$ cat config.mk
export PLATFORM = sky130hd
export DESIGN_NAME = lpr_ctrl
export DESIGN_NICKNAME = d
export VERILOG_FILES = /design/src/common/lpr_pkg.sv /design/src/common/lpr_rst_if.sv /design/src/rtl/lpr_ctrl.sv /design/src/rtl/lpr_rst_stretch.sv
export SDC_FILE = /design/constraint.sdc
export NUM_CORES = 1
export LEC_CHECK = 0
export BUFFER_PORTS_ARGS = -buffer_cell sky130_fd_sc_hd__buf_2
export CAP_MARGIN = 20
export CELL_PAD_IN_SITES_DETAIL_PLACEMENT = 1
export CELL_PAD_IN_SITES_GLOBAL_PLACEMENT = 2
export CORE_MARGIN = 4
export CORE_UTILIZATION = 33
export DETAILED_ROUTE_END_ITERATION = 8
export PLACE_DENSITY = 0.92
export SYNTH_ARGS = -nofsm -noshare
export SYNTH_HDL_FRONTEND = slang
export SYNTH_SLANG_ARGS = --single-unit
$ cat constraint.sdc
create_clock -name clock -period 4 [get_ports clock]
set_input_delay 0.8 -clock clock [delete_from_list [all_inputs] [get_ports clock]]
set_output_delay 0.8 -clock clock [all_outputs]
set_load 0.005 [all_outputs]
$ cat src/common/lpr_pkg.sv
// Constants and types for the low power mode and reset control block
//
// What the document requires
// In time-base idle or sleep, gate off all peripheral clocks except time base.
// In time-base idle or sleep, program counter holds start address plus two.
// Writing one to clock generator halt enters time-base idle or sleep.
// Release clears clock generator halt and returns to the mode used before.
// Time base enable set at entry sets the time-base interrupt latch.
// Enable product zero: source clock falling edge releases, execution resumes next.
// Enable product one: source clock falling edge releases and starts interrupt.
// Reset pin low releases idle, sleep and slow; restart in single-clock run.
// Watchdog interrupt pending just before entry: serve it, do not enter.
// Release runs off an asynchronous clock, so the stay may be shorter.
// Software stops peripherals such as timer counters before entering the state.
// Dual to slow: set clock select bit 5 first, then clear bit 7.
// High oscillator may run in slow; must be off before stop mode.
// Slow to dual: enable high oscillator, wait warm-up, then clear clock select.
// After clock select clears, keep low clock until both clocks are synchronised.
// Trap, watchdog or clock malfunction gives internal reset of at most 24 clocks.
// Malfunction reset logic uninitialised at power-up; spurious 24-clock reset possible.
// Reset loads FFFEH vector, clears interrupt enables and latches, enables watchdog.
// Reset pin low at least 3 machine cycles (12 clocks) initialises the device.
// Reset pin high ends reset; execution starts at vector in FFFEH to FFFFH.
// Fetch from special function, data buffer or selected RAM area gives trap reset.
// Clock reset on illegal oscillator enable clearing against clock select.
package lpr_pkg;

   // ----------------------------------------
   // Timing
   // ----------------------------------------
   localparam int unsigned CLK_MHZ = 125;
   localparam int unsigned RST_MIN_MACH = 3;
   localparam int unsigned CLK_PER_MACH = 4;
   localparam int unsigned RST_MIN_CYC = RST_MIN_MACH * CLK_PER_MACH;
   localparam logic [3:0] RST_CNT_LAST = 4'(RST_MIN_CYC - 1);
   localparam int unsigned MALF_RST_FC = 24;
   localparam logic [4:0] MALF_RST_CYC = 5'(MALF_RST_FC);
   localparam logic [3:0] CLK_SYNC_CYC = 4'h8;

   // ----------------------------------------
   // System control two layout
   // ----------------------------------------
   localparam int unsigned SC2_HOE = 7;
   localparam int unsigned SC2_LOE = 6;
   localparam int unsigned SC2_SCK = 5;
   localparam int unsigned SC2_HALT = 2;
   localparam logic [7:0] SC2_RESET = 8'h80;
   localparam logic [7:0] SC2_MASK = 8'he4;

   // ----------------------------------------
   // Address map
   // ----------------------------------------
   localparam logic [15:0] VEC_RESET_LO = 16'hfffe;
   localparam logic [15:0] VEC_RESET_HI = 16'hffff;
   localparam logic [15:0] SPECIAL_LO = 16'h0000;
   localparam logic [15:0] SPECIAL_HI = 16'h003f;
   localparam logic [15:0] RAM_LO = 16'h0040;
   localparam logic [15:0] RAM_HI = 16'h083f;
   localparam logic [15:0] DBUF_LO = 16'h0f80;
   localparam logic [15:0] DBUF_HI = 16'h0fff;
   localparam logic [15:0] PC_HOLD_AHEAD = 16'h0002;

   // ----------------------------------------
   // Operating modes
   // ----------------------------------------
   typedef enum logic [2:0] {
      LPR_SINGLE_CLOCK_RUN = 3'b000,
      LPR_DUAL_CLOCK_RUN = 3'b001,
      LPR_SLOW_BOTH_OSCILLATORS = 3'b010,
      LPR_SLOW_LOW_OSCILLATOR_ONLY = 3'b011,
      LPR_TIME_BASE_HALT = 3'b100,
      LPR_CLOCK_SYNC = 3'b101,
      LPR_IN_RESET = 3'b110
   } lpr_mode_t;

endpackage : lpr_pkg

$ cat src/common/lpr_rst_if.sv
// Request and status link between the controller and its reset stretcher
`timescale 1ns/10ps
`default_nettype none
interface lpr_rst_if;
   logic req;
   logic busy;
   modport ctrl (output req, input busy);
   modport strc (input req, output busy);
endinterface : lpr_rst_if
`default_nettype wire

$ cat src/rtl/lpr_ctrl.sv
// Low power mode and reset controller top
`timescale 1ns/10ps
`default_nettype none
module lpr_ctrl (
   input wire logic clock,
   input wire logic sys_rst,
   input wire logic reset_pin_n,
   input wire logic sc2_wr,
   input wire logic [7:0] sc2_wdata,
   output logic [7:0] sc2_rdata,
   input wire logic time_base_enable,
   input wire logic [2:0] time_base_clock_select,
   input wire logic [7:0] time_base_taps,
   input wire logic interrupt_master_enable,
   input wire logic time_base_interrupt_enable,
   input wire logic wdt_irq_pending,
   input wire logic wdt_reset_req,
   input wire logic fetch_valid,
   input wire logic [15:0] fetch_addr,
   input wire logic trap_ram_area_select,
   input wire logic [15:0] pc_start,
   output logic core_reset,
   output logic [15:0] pc_hold_addr,
   output logic [15:0] reset_vector_addr,
   output logic vector_fetch,
   output logic clear_int_state,
   output logic watchdog_enable,
   output logic periph_clock_enable,
   output logic time_base_clock_enable,
   output logic cpu_hold,
   output logic [2:0] mode,
   output logic sleep_state,
   output logic low_clock_active,
   output logic time_base_latch_set,
   output logic release_resume,
   output logic release_int_start
);

   // ----------------------------------------
   // Helpers
   // ----------------------------------------
   function automatic logic in_range(input logic [15:0] a, input logic [15:0] lo,
                                     input logic [15:0] hi);
      in_range = (a >= lo) && (a <= hi);
   endfunction : in_range

   function automatic logic is_slow(input lpr_pkg::lpr_mode_t m);
      is_slow = (m == lpr_pkg::LPR_SLOW_BOTH_OSCILLATORS) ||
                (m == lpr_pkg::LPR_SLOW_LOW_OSCILLATOR_ONLY);
   endfunction : is_slow

   // ----------------------------------------
   // Pin synchronisers
   // ----------------------------------------
   logic rpin_s1_q;
   logic rpin_s2_q;
   logic [7:0] taps_s1_q;
   logic [7:0] taps_s2_q;
   logic tb_src_q;

   always_ff @(posedge clock or posedge sys_rst) begin
      if (sys_rst) begin
         rpin_s1_q <= 1'b1;
         rpin_s2_q <= 1'b1;
         taps_s1_q <= 8'h00;
         taps_s2_q <= 8'h00;
         tb_src_q <= 1'b0;
      end else begin
         rpin_s1_q <= reset_pin_n;
         rpin_s2_q <= rpin_s1_q;
         taps_s1_q <= time_base_taps;
         taps_s2_q <= taps_s1_q;
         tb_src_q <= taps_s2_q[time_base_clock_select];
      end
   end

   // Source edge comes from a free clock unrelated to entry time, so the
   // first falling edge may arrive well before a full period
   logic tb_fall;
   assign tb_fall = tb_src_q & ~taps_s2_q[time_base_clock_select];

   // ----------------------------------------
   // Malfunction reset stretcher
   // ----------------------------------------
   lpr_rst_if rif ();
   lpr_rst_stretch u_stretch (
      .clock(clock),
      .sys_rst(sys_rst),
      .rif(rif)
   );

   // ----------------------------------------
   // Mode state
   // ----------------------------------------
   lpr_pkg::lpr_mode_t state_q;
   lpr_pkg::lpr_mode_t state_d;
   lpr_pkg::lpr_mode_t prev_q;
   lpr_pkg::lpr_mode_t prev_d;
   logic [7:0] sc2_q;
   logic [7:0] sc2_d;
   logic [3:0] rcnt_q;
   logic [3:0] rcnt_d;
   logic ext_rst_q;
   logic ext_rst_d;
   logic [3:0] sync_q;
   logic [3:0] sync_d;
   logic [15:0] pc_hold_q;
   logic [15:0] pc_hold_d;
   logic vfetch_d;
   logic tb_latch_d;
   logic resume_d;
   logic int_start_d;
   logic malf_req;
   logic trap_hit;
   logic clk_bad;
   logic [7:0] w;
   logic run_mode;

   assign w = sc2_wdata & lpr_pkg::SC2_MASK;
   assign run_mode = (state_q == lpr_pkg::LPR_SINGLE_CLOCK_RUN) ||
                     (state_q == lpr_pkg::LPR_DUAL_CLOCK_RUN) ||
                     (state_q == lpr_pkg::LPR_CLOCK_SYNC) || is_slow(state_q);

   // Executing from data space means the program has run away
   assign trap_hit = fetch_valid && run_mode &&
      (in_range(fetch_addr, lpr_pkg::SPECIAL_LO, lpr_pkg::SPECIAL_HI) ||
       in_range(fetch_addr, lpr_pkg::DBUF_LO, lpr_pkg::DBUF_HI) ||
       (trap_ram_area_select &&
        in_range(fetch_addr, lpr_pkg::RAM_LO, lpr_pkg::RAM_HI)));

   // Killing the oscillator that clocks the core would deadlock it
   assign clk_bad = sc2_wr && run_mode && (
      (sc2_q[lpr_pkg::SC2_HOE] && sc2_q[lpr_pkg::SC2_LOE] &&
       !w[lpr_pkg::SC2_HOE] && !w[lpr_pkg::SC2_LOE]) ||
      (sc2_q[lpr_pkg::SC2_HOE] && !w[lpr_pkg::SC2_HOE] &&
       !sc2_q[lpr_pkg::SC2_SCK]) ||
      (sc2_q[lpr_pkg::SC2_LOE] && !w[lpr_pkg::SC2_LOE] &&
       sc2_q[lpr_pkg::SC2_SCK]));

   assign malf_req = trap_hit || wdt_reset_req || clk_bad;
   assign rif.req = malf_req;

   always_comb begin
      state_d = state_q;
      prev_d = prev_q;
      sc2_d = sc2_q;
      sync_d = sync_q;
      pc_hold_d = pc_hold_q;
      vfetch_d = 1'b0;
      tb_latch_d = 1'b0;
      resume_d = 1'b0;
      int_start_d = 1'b0;

      // Pulses shorter than the minimum are ignored
      rcnt_d = 4'h0;
      ext_rst_d = 1'b0;
      if (!rpin_s2_q) begin
         rcnt_d = (rcnt_q == lpr_pkg::RST_CNT_LAST) ? rcnt_q : rcnt_q + 4'h1;
         ext_rst_d = ext_rst_q || (rcnt_q == lpr_pkg::RST_CNT_LAST);
      end

      if (ext_rst_q || rif.busy || malf_req) begin
         // Reset pulls every mode, halted or slow, back to its start
         state_d = lpr_pkg::LPR_IN_RESET;
         prev_d = lpr_pkg::LPR_SINGLE_CLOCK_RUN;
         sc2_d = lpr_pkg::SC2_RESET;
         sync_d = 4'h0;
      end else begin
         unique case (state_q)
            lpr_pkg::LPR_IN_RESET: begin
               state_d = lpr_pkg::LPR_SINGLE_CLOCK_RUN;
               vfetch_d = 1'b1;
            end
            lpr_pkg::LPR_SINGLE_CLOCK_RUN, lpr_pkg::LPR_DUAL_CLOCK_RUN,
            lpr_pkg::LPR_SLOW_BOTH_OSCILLATORS,
            lpr_pkg::LPR_SLOW_LOW_OSCILLATOR_ONLY,
            lpr_pkg::LPR_CLOCK_SYNC: begin
               if (sc2_wr) begin
                  sc2_d = w;
                  if (w[lpr_pkg::SC2_SCK]) begin
                     // Oscillator order is the software's job
                     state_d = w[lpr_pkg::SC2_HOE] ?
                        lpr_pkg::LPR_SLOW_BOTH_OSCILLATORS :
                        lpr_pkg::LPR_SLOW_LOW_OSCILLATOR_ONLY;
                  end else if (is_slow(state_q)) begin
                     // Warm-up done by software before this write
                     state_d = lpr_pkg::LPR_CLOCK_SYNC;
                     sync_d = lpr_pkg::CLK_SYNC_CYC;
                  end else if (state_q != lpr_pkg::LPR_CLOCK_SYNC) begin
                     state_d = w[lpr_pkg::SC2_LOE] ? lpr_pkg::LPR_DUAL_CLOCK_RUN :
                               lpr_pkg::LPR_SINGLE_CLOCK_RUN;
                  end
                  if (w[lpr_pkg::SC2_HALT]) begin
                     if (wdt_irq_pending) begin
                        sc2_d[lpr_pkg::SC2_HALT] = 1'b0;
                     end else begin
                        prev_d = state_d;
                        state_d = lpr_pkg::LPR_TIME_BASE_HALT;
                        pc_hold_d = pc_start + lpr_pkg::PC_HOLD_AHEAD;
                        tb_latch_d = time_base_enable;
                     end
                  end
               end else if (state_q == lpr_pkg::LPR_CLOCK_SYNC) begin
                  if (sync_q == 4'h1) begin
                     state_d = sc2_q[lpr_pkg::SC2_LOE] ?
                        lpr_pkg::LPR_DUAL_CLOCK_RUN :
                        lpr_pkg::LPR_SINGLE_CLOCK_RUN;
                  end
                  sync_d = sync_q - 4'h1;
               end
            end
            lpr_pkg::LPR_TIME_BASE_HALT: begin
               // Core is stopped, so writes here are not possible
               if (tb_fall) begin
                  sc2_d[lpr_pkg::SC2_HALT] = 1'b0;
                  state_d = prev_q;
                  if (interrupt_master_enable && time_base_interrupt_enable &&
                      time_base_enable) begin
                     int_start_d = 1'b1;
                  end else begin
                     resume_d = 1'b1;
                  end
               end
            end
            default: begin
               state_d = lpr_pkg::LPR_IN_RESET;
            end
         endcase
      end
   end

   always_ff @(posedge clock or posedge sys_rst) begin
      if (sys_rst) begin
         state_q <= lpr_pkg::LPR_IN_RESET;
         prev_q <= lpr_pkg::LPR_SINGLE_CLOCK_RUN;
         sc2_q <= lpr_pkg::SC2_RESET;
         rcnt_q <= 4'h0;
         ext_rst_q <= 1'b0;
         sync_q <= 4'h0;
         pc_hold_q <= 16'h0000;
      end else begin
         state_q <= state_d;
         prev_q <= prev_d;
         sc2_q <= sc2_d;
         rcnt_q <= rcnt_d;
         ext_rst_q <= ext_rst_d;
         sync_q <= sync_d;
         pc_hold_q <= pc_hold_d;
      end
   end

   // ----------------------------------------
   // Registered outputs
   // ----------------------------------------
   logic core_reset_q;
   logic vfetch_q;
   logic tb_latch_q;
   logic resume_q;
   logic int_start_q;

   always_ff @(posedge clock or posedge sys_rst) begin
      if (sys_rst) begin
         core_reset_q <= 1'b1;
         vfetch_q <= 1'b0;
         tb_latch_q <= 1'b0;
         resume_q <= 1'b0;
         int_start_q <= 1'b0;
      end else begin
         core_reset_q <= (state_d == lpr_pkg::LPR_IN_RESET);
         vfetch_q <= vfetch_d;
         tb_latch_q <= tb_latch_d;
         resume_q <= resume_d;
         int_start_q <= int_start_d;
      end
   end

   logic halted;
   assign halted = (state_q == lpr_pkg::LPR_TIME_BASE_HALT);

   assign core_reset = core_reset_q;
   assign clear_int_state = core_reset_q;
   assign watchdog_enable = core_reset_q;
   assign reset_vector_addr = lpr_pkg::VEC_RESET_LO;
   assign vector_fetch = vfetch_q;
   assign sc2_rdata = sc2_q;
   assign pc_hold_addr = pc_hold_q;
   // Memory, registers, status word and port latches freeze with the core
   assign cpu_hold = halted;
   assign periph_clock_enable = !halted && !core_reset_q;
   assign time_base_clock_enable = 1'b1;
   assign mode = state_q;
   assign sleep_state = halted && is_slow(prev_q);
   assign low_clock_active = is_slow(state_q) ||
                             (state_q == lpr_pkg::LPR_CLOCK_SYNC) ||
                             (halted && is_slow(prev_q));
   assign time_base_latch_set = tb_latch_q;
   assign release_resume = resume_q;
   assign release_int_start = int_start_q;

endmodule : lpr_ctrl
`default_nettype wire

$ cat src/rtl/lpr_rst_stretch.sv
// Malfunction reset stretcher
`timescale 1ns/10ps
`default_nettype none
module lpr_rst_stretch (
   input wire logic clock,
   input wire logic sys_rst,
   lpr_rst_if.strc rif
);

   logic [4:0] cnt_q;
   logic [4:0] cnt_d;

   // ----------------------------------------
   // Countdown
   // ----------------------------------------
   // Request cycle counts as the first one, so the pulse stays within the limit
   always_comb begin
      cnt_d = cnt_q;
      if (rif.req) begin
         cnt_d = lpr_pkg::MALF_RST_CYC - 5'h01;
      end else if (cnt_q != 5'h00) begin
         cnt_d = cnt_q - 5'h01;
      end
   end

   // Real silicon may wake with any count; here zero, a legal case
   always_ff @(posedge clock or posedge sys_rst) begin
      if (sys_rst) begin
         cnt_q <= 5'h00;
      end else begin
         cnt_q <= cnt_d;
      end
   end

   assign rif.busy = (cnt_q != 5'h00);

endmodule : lpr_rst_stretch
`default_nettype wire

# Word-level counts from Yosys, hierarchy flattened
# Index checks and enable logic that the tools add are counted.
[op_classes]
addsub = 4
n_lt_le_gt_ge = 7
eq_ne = 18
muxes = 55
bitwise = 4
n_reduce_logical = 54
[ops]
columns = ["op", "n"]
rows = [
  ["$mux W3", 15],
  ["$le A16 B12 Y1 const B", 2],
  ["$mux W4", 8],
  ["$mux W1", 23],
  ["$logic_and A1 B1 Y1", 19],
  ["$add A16 B2 Y16 const B", 1],
  ["$ge A16 B1 Y1 const B", 1],
  ["$ge A16 B12 Y1 const B", 1],
  ["$ge A16 B7 Y1 const B", 1],
  ["$le A16 B6 Y1 const B", 1],
  ["$logic_or A1 B1 Y1", 16],
  ["$mux W8", 2],
  ["$mux W5", 3],
  ["$eq A3 B2 Y1 const B", 4],
  ["$eq A3 B3 Y1 const B", 4],
  ["$pmux W3 S3", 1],
  ["$reduce_and A4 Y1", 2],
  ["$reduce_bool A2 Y1", 4],
  ["$ne A3 B2 Y1 const B", 2],
  ["$ne A3 B3 Y1 const B", 2],
  ["$reduce_bool A3 Y1", 2],
  ["$logic_not A1 Y1", 5],
  ["$reduce_and A5 Y1", 1],
  ["$reduce_bool A5 Y1", 1],
  ["other kinds (19)", 21],
]
[totals]
reg_bits = 68
out_inout_bits = 55
elab_cells = 161

# Logic depth before layout (Yosys ltp)
[depth]
depth_word = 11
ltp_mapped = 9

# Hierarchy
# Synthesis repeated with hierarchy kept, for this count alone.
[unflattened]
hier_cells = 298
area_unflattened_um2 = 3199.3
[modules_own_cells]
columns = ["mod", "n_inst", "cells_per_inst", "area_per_inst_um2", "seq_area_each_um2"]
rows = [
  ["lpr_ctrl", 1, 272, 2929.1, 1483.9],
  ["lpr_rst_stretch", 1, 26, 270.3, 125.1],
]

# Least setup slack after synthesis
# OpenSTA, ideal clock, no wires.
[synth_timing]
kind = "input to register"
startpoint = "in fetch_addr[6]"
endpoint = "reg pc_hold_q[0] (netlist: pc_hold_addr[0])"
arrival_ns = 2.243
setup_slack_ns = 1.632
stages = 6
n_path_buf = 1
path_cell_list = "or4_4 -> o31ai_4 -> o211ai_2 -> nand4_4 -> buf_8 -> mux2_4"
[synth_via]
elab_chain_cells = 10
word_cells_on_any_way = 18
classes_between = "6 x order compare; 1 x bitwise; 11 x reduce/logical"
[synth_lines]
columns = ["item", "line", "rtl"]
rows = [
  ["from (decl)", "lpr_ctrl.sv:19", "input wire logic [15:0] fetch_addr,"],
  ["$ge A16 B1 Y1 (tied with other cells)", "lpr_ctrl.sv:44", "in_range = (a >= lo) && (a <= hi);"],
  ["$logic_and A1 B1 Y1", "lpr_ctrl.sv:44", ""],
  ["$logic_or A1 B1 Y1 / $logic_and A1 B1 Y1 (equally long branches)", "lpr_ctrl.sv:126, lpr_ctrl.sv:128", ""],
  ["$logic_or A1 B1 Y1 (*)", "lpr_ctrl.sv:127", "in_range(fetch_addr, lpr_pkg::DBUF_LO, lpr_pkg::DBUF_HI) ||"],
  ["$logic_and A1 B1 Y1 (*)", "lpr_ctrl.sv:125", "assign trap_hit = fetch_valid && run_mode &&"],
  ["$logic_or A1 B1 Y1 (*) (2 in series)", "lpr_ctrl.sv:140", "assign malf_req = trap_hit || wdt_reset_req || clk_bad;"],
  ["$logic_or A1 B1 Y1 (*)", "lpr_ctrl.sv:162", "if (ext_rst_q || rif.busy || malf_req) begin"],
  ["$not A1 Y1 (no line) (*)", "--", ""],
  ["$reduce_and A5 Y1 (no line) (*)", "--", ""],
  ["to (signal assigned)", "lpr_ctrl.sv:248", "pc_hold_q <= pc_hold_d;"],
  ["to (decl)", "lpr_ctrl.sv:107", "logic [15:0] pc_hold_q;"],
]
# Mark *: on every way between the ends. The rest lies on a longest branch, timed or not.
# A chain may end at the register's enable or synchronous reset.

# Worst setup path in the final report
[layout_timing]
startpoint = "reg state_q[2] (netlist: mode[2])"
endpoint = "out low_clock_active"
[layout_via]
elab_chain_cells = 4
word_cells_on_any_way = 8
classes_between = "4 x eq/ne; 4 x reduce/logical"
[layout_lines]
columns = ["item", "line", "rtl"]
rows = [
  ["from (decl)", "lpr_ctrl.sv:95", "lpr_pkg::lpr_mode_t state_q;"],
  ["from (signal assigned)", "lpr_ctrl.sv:234", "state_q <= lpr_pkg::LPR_IN_RESET;"],
  ["from (signal assigned)", "lpr_ctrl.sv:242", "state_q <= state_d;"],
  ["$eq A3 B2 Y1 (on tied branches)", "lpr_ctrl.sv:48, lpr_ctrl.sv:49", ""],
  ["$logic_or A1 B1 Y1", "lpr_ctrl.sv:48", "is_slow = (m == lpr_pkg::LPR_SLOW_BOTH_OSCILLATORS) ||"],
  ["$logic_or A1 B1 Y1", "lpr_ctrl.sv:293", "assign low_clock_active = is_slow(state_q) ||"],
  ["$logic_or A1 B1 Y1 (*)", "lpr_ctrl.sv:294", "(state_q == lpr_pkg::LPR_CLOCK_SYNC) ||"],
  ["to (decl)", "lpr_ctrl.sv:33", "output logic low_clock_active,"],
]
# Marks and branches as above.

==> summary.txt <==
status -> finished clean
CTS tree -> yes
CTS buffer count -> 9
Initial DRT Pass Iterations -> 4
RSZ-0062 raised after global routing -> no
Crit-path slowest cell -> dfstp_2
Syn Inst Count -> 301
proportion of layout cells with a drive suffix above 1 -> 34.9%
CP Class -> flop to output pin
Seq/Total Area, Yosys -> 48.9%
Ys Warns -> 0
final setup vio count -> 0
total chip power -> 0.00138 W
Final WS setup -> 1.15 ns
PortBufs -> 85
antenna viol nets, final -> 0
Hold EP -> taps_s2_q[1]$_DFF_PP0_
Post-Synthesis Cell Area -> 3290 sq um
Ant. Diodes -> 0
R2R setup slack -> 1.71 ns
list of most frequent post-synthesis cells -> dfrtp_1 (58), nor2_1 (26), buf_4 (23)
Post-CTS Setup Bufs -> 0
Max Root-Sink Buffers -> 2
total number of vias -> 2463
initial core utilization -> 33.8%
pin count of the biggest net entering global routing -> 42
CP peak stage delay -> 0.72 ns
fin util -> 40.7%
CORE AREA -> 9730 sq um
Starting DRT DRC Count -> 45
Async S/R FF share, synth -> 100%
Synth cell types -> 54
Pleak -> 1.97 nW
PwrDens -> 349 nW/um^2
Worst Tran Pin Value -> 0.851 ns
worst path arrival time -> 2.05 ns
final max-slew violation count -> 0
aggregate global-route resource usage -> 13.1%
CP required -> 3.20 ns
#FFs+latches synth -> 64
placer's final routability congestion estimate -> 0.801
Post-synth EDFFs -> 0
NumNets Final -> 455
reg-to-reg critical path startpoint -> u_stretch.cnt_q[0]$_DFFE_PP0P_
Core Rows -> 36
Hold Buf Count CTS -> 0
VDD IR max -> 0.000177 V
WL/cell -> 13.8 um
CP Cell Sequence -> nand2b_1, or2_1, inv_1, and3_1, a211o_1, buf_2
final count of hold timing violations -> 0
GR Overflow Total -> 0
P&R area growth vs syn -> 20.3%
Die ar. -> 11600 sq um
WHS Path Cells -> 0
CTS resizes -> 0
Hold/Removal Path Class -> flop to flop
Crit. Startpoint -> mode[2]$_DFF_PP1_
via/cell ratio -> 4.68
Detail Placement HPWL -> 5610 um
CP Capture Type -> output pin
first-pass GRT wire length -> 12100 um
share of the synthesized area in the top cell type -> 44.1%
Slew HR -> 43.2%
average size of a mapped cell -> 10.9 sq um
min cycle time layout -> 2.85 ns
hold_sp -> taps_s1_q[1]$_DFF_PP0_
Max Cap Violations -> 0
Max H-tree Level -> 3
pre-CTS WS -> 1.37 ns
Synth Flop Type -> dfrtp_1
period utilisation layout -> 71.3%
final setup TNS -> 0 ns
CTS Root Cell -> clkbuf_8
count leader, synth -> dfrtp_1
CP max FO -> 16
ranking of synthesized cells by area -> dfrtp_1 (44%), buf_4 (5.2%), dfstp_2 (4.8%)
initial antenna violation count -> 0
reg2reg end -> pc_hold_addr[3]$_DFFE_PP0P_
# DRC -> 0
largest area contributor in the netlist -> dfrtp_1
routed wire length -> 7230 um
crit start category -> flop
Fmax -> 350 MHz
skew final -> 0.00706 ns
Num Clock Sinks -> 64
r2r worst-path depth -> 7
vias in the first global route -> 2595
die width -> 108 um
CTS clock-pin slew for the worst setup and hold paths -> 0.07 ns
Clk Latency, worst-skew pair -> 0.34 ns
DIE HEIGHT -> 108 um
# IOs -> 117
-- area by class of cell --
class	instances	area [sq um]
Clock buffer	11	141
Inverter	20	75.1
Fill cell	1161	5770
Multi-Input combinational cell	207	1450
Tap cell	133	166
Clock inverter	5	80.1
Timing Repair Buffer	86	433
Sequential cell	64	1610
-- per-layer routing --
layer / global-route usage, % / routed length (um) / part of all wire (%)
met5: 0 / 0 / 0
met4: 6.04 / 116 / 1.6
met3: 3.90 / 650 / 9.0
met2: 21.5 / 3480 / 48
met1: 15.8 / 2980 / 41
-- logic make-up (layout without fill, tap and decap cells) --
logic type / after synthesis / count (layout) / synth area share, %
compound gates: 37 / 37 / 8.79
xor+xnor: 18 / 18 / 4.79
fa+ha+maj: 5 / 5 / 1.90
other cells: 2 / 21 / 0.228
mux: 25 / 25 / 9.09
simple gates: 101 / 101 / 17.2
buf+inv: 49 / 122 / 9.13
flops: 64 / 64 / 48.9
-- metrics by stage --
stage                     cells  instance area, sq um  hold slack (ns)
final                       526                  3960            0.349
after global routing        526                  3960            0.353
after CTS                   526                  3960            0.351
after detailed placement    510                  3730            0.341
after global placement      510                  3730            0.337
after floorplan             320                  3360            0.331
-- report_power, final --
group	internal, W	leakage, nW	total, W	switching, W
sequential	0.000663	0.809	0.000673	0.00000920
combinational	0.0000408	1.06	0.0000992	0.0000584
clock	0.000367	0.106	0.000608	0.000242
total	0.00107	1.97	0.00138	0.000309
-- placed cells by master, fill, tap and decap left out, drive strengths merged, types with 3 or more instances in the layout --
| master | n |
|---|---|
| nand3b | 4 |
| nand3 | 11 |
| inv | 20 |
| and3 | 4 |
| and2 | 3 |
| xor2 | 9 |
| nand4 | 3 |
| clkbuf | 11 |
| mux2i | 10 |
| nor2 | 27 |
| mux2 | 15 |
| dfstp | 6 |
| conb | 21 |
| a21oi | 13 |
| nor3 | 7 |
| nand2b | 8 |
| nor2b | 5 |
| buf | 86 |
| ha | 5 |
| or3 | 3 |
| o21ai | 5 |
| nand2 | 16 |
| dfrtp | 58 |
| xnor2 | 9 |
-- critical path, delay by kind of cell, from the launching register on --
family          cells  cell delay (ns)
buf+inv             2             0.27
compound gates      1             0.12
simple gates        3             0.59
flops               1             0.72
-- registers in the layout, indices dropped and copies added, names as in the netlist --
name / count
taps_s2_q: 8
vector_fetch: 1
sync_q: 4
clear_int_state: 1
u_stretch.cnt_q: 5
time_base_latch_set: 1
release_resume: 1
mode: 3
ext_rst_q: 1
tb_src_q: 1
release_int_start: 1
sc2_rdata: 4
rcnt_q: 4
prev_q: 3
pc_hold_addr: 16
rpin_s2_q: 1
rpin_s1_q: 1
taps_s1_q: 8
-- worst max path at each step --
| stage | depth (start not counted) | slack (ns) | endpoint |
|---|---|---|---|
| floorplan | 1 | 1.61 | ext_rst_q$_DFF_PP0_ |
| global placement | 6 | 1.39 | pc_hold_addr[13]$_DFFE_PP0P_ |
| detailed placement | 6 | 1.37 | pc_hold_addr[11]$_DFFE_PP0P_ |
| CTS | 6 | 1.11 | low_clock_active |
| global route | 6 | 1.01 | low_clock_active |
| finish | 6 | 1.15 | low_clock_active |
No activity file was read; power rests on OpenSTA's default activity.
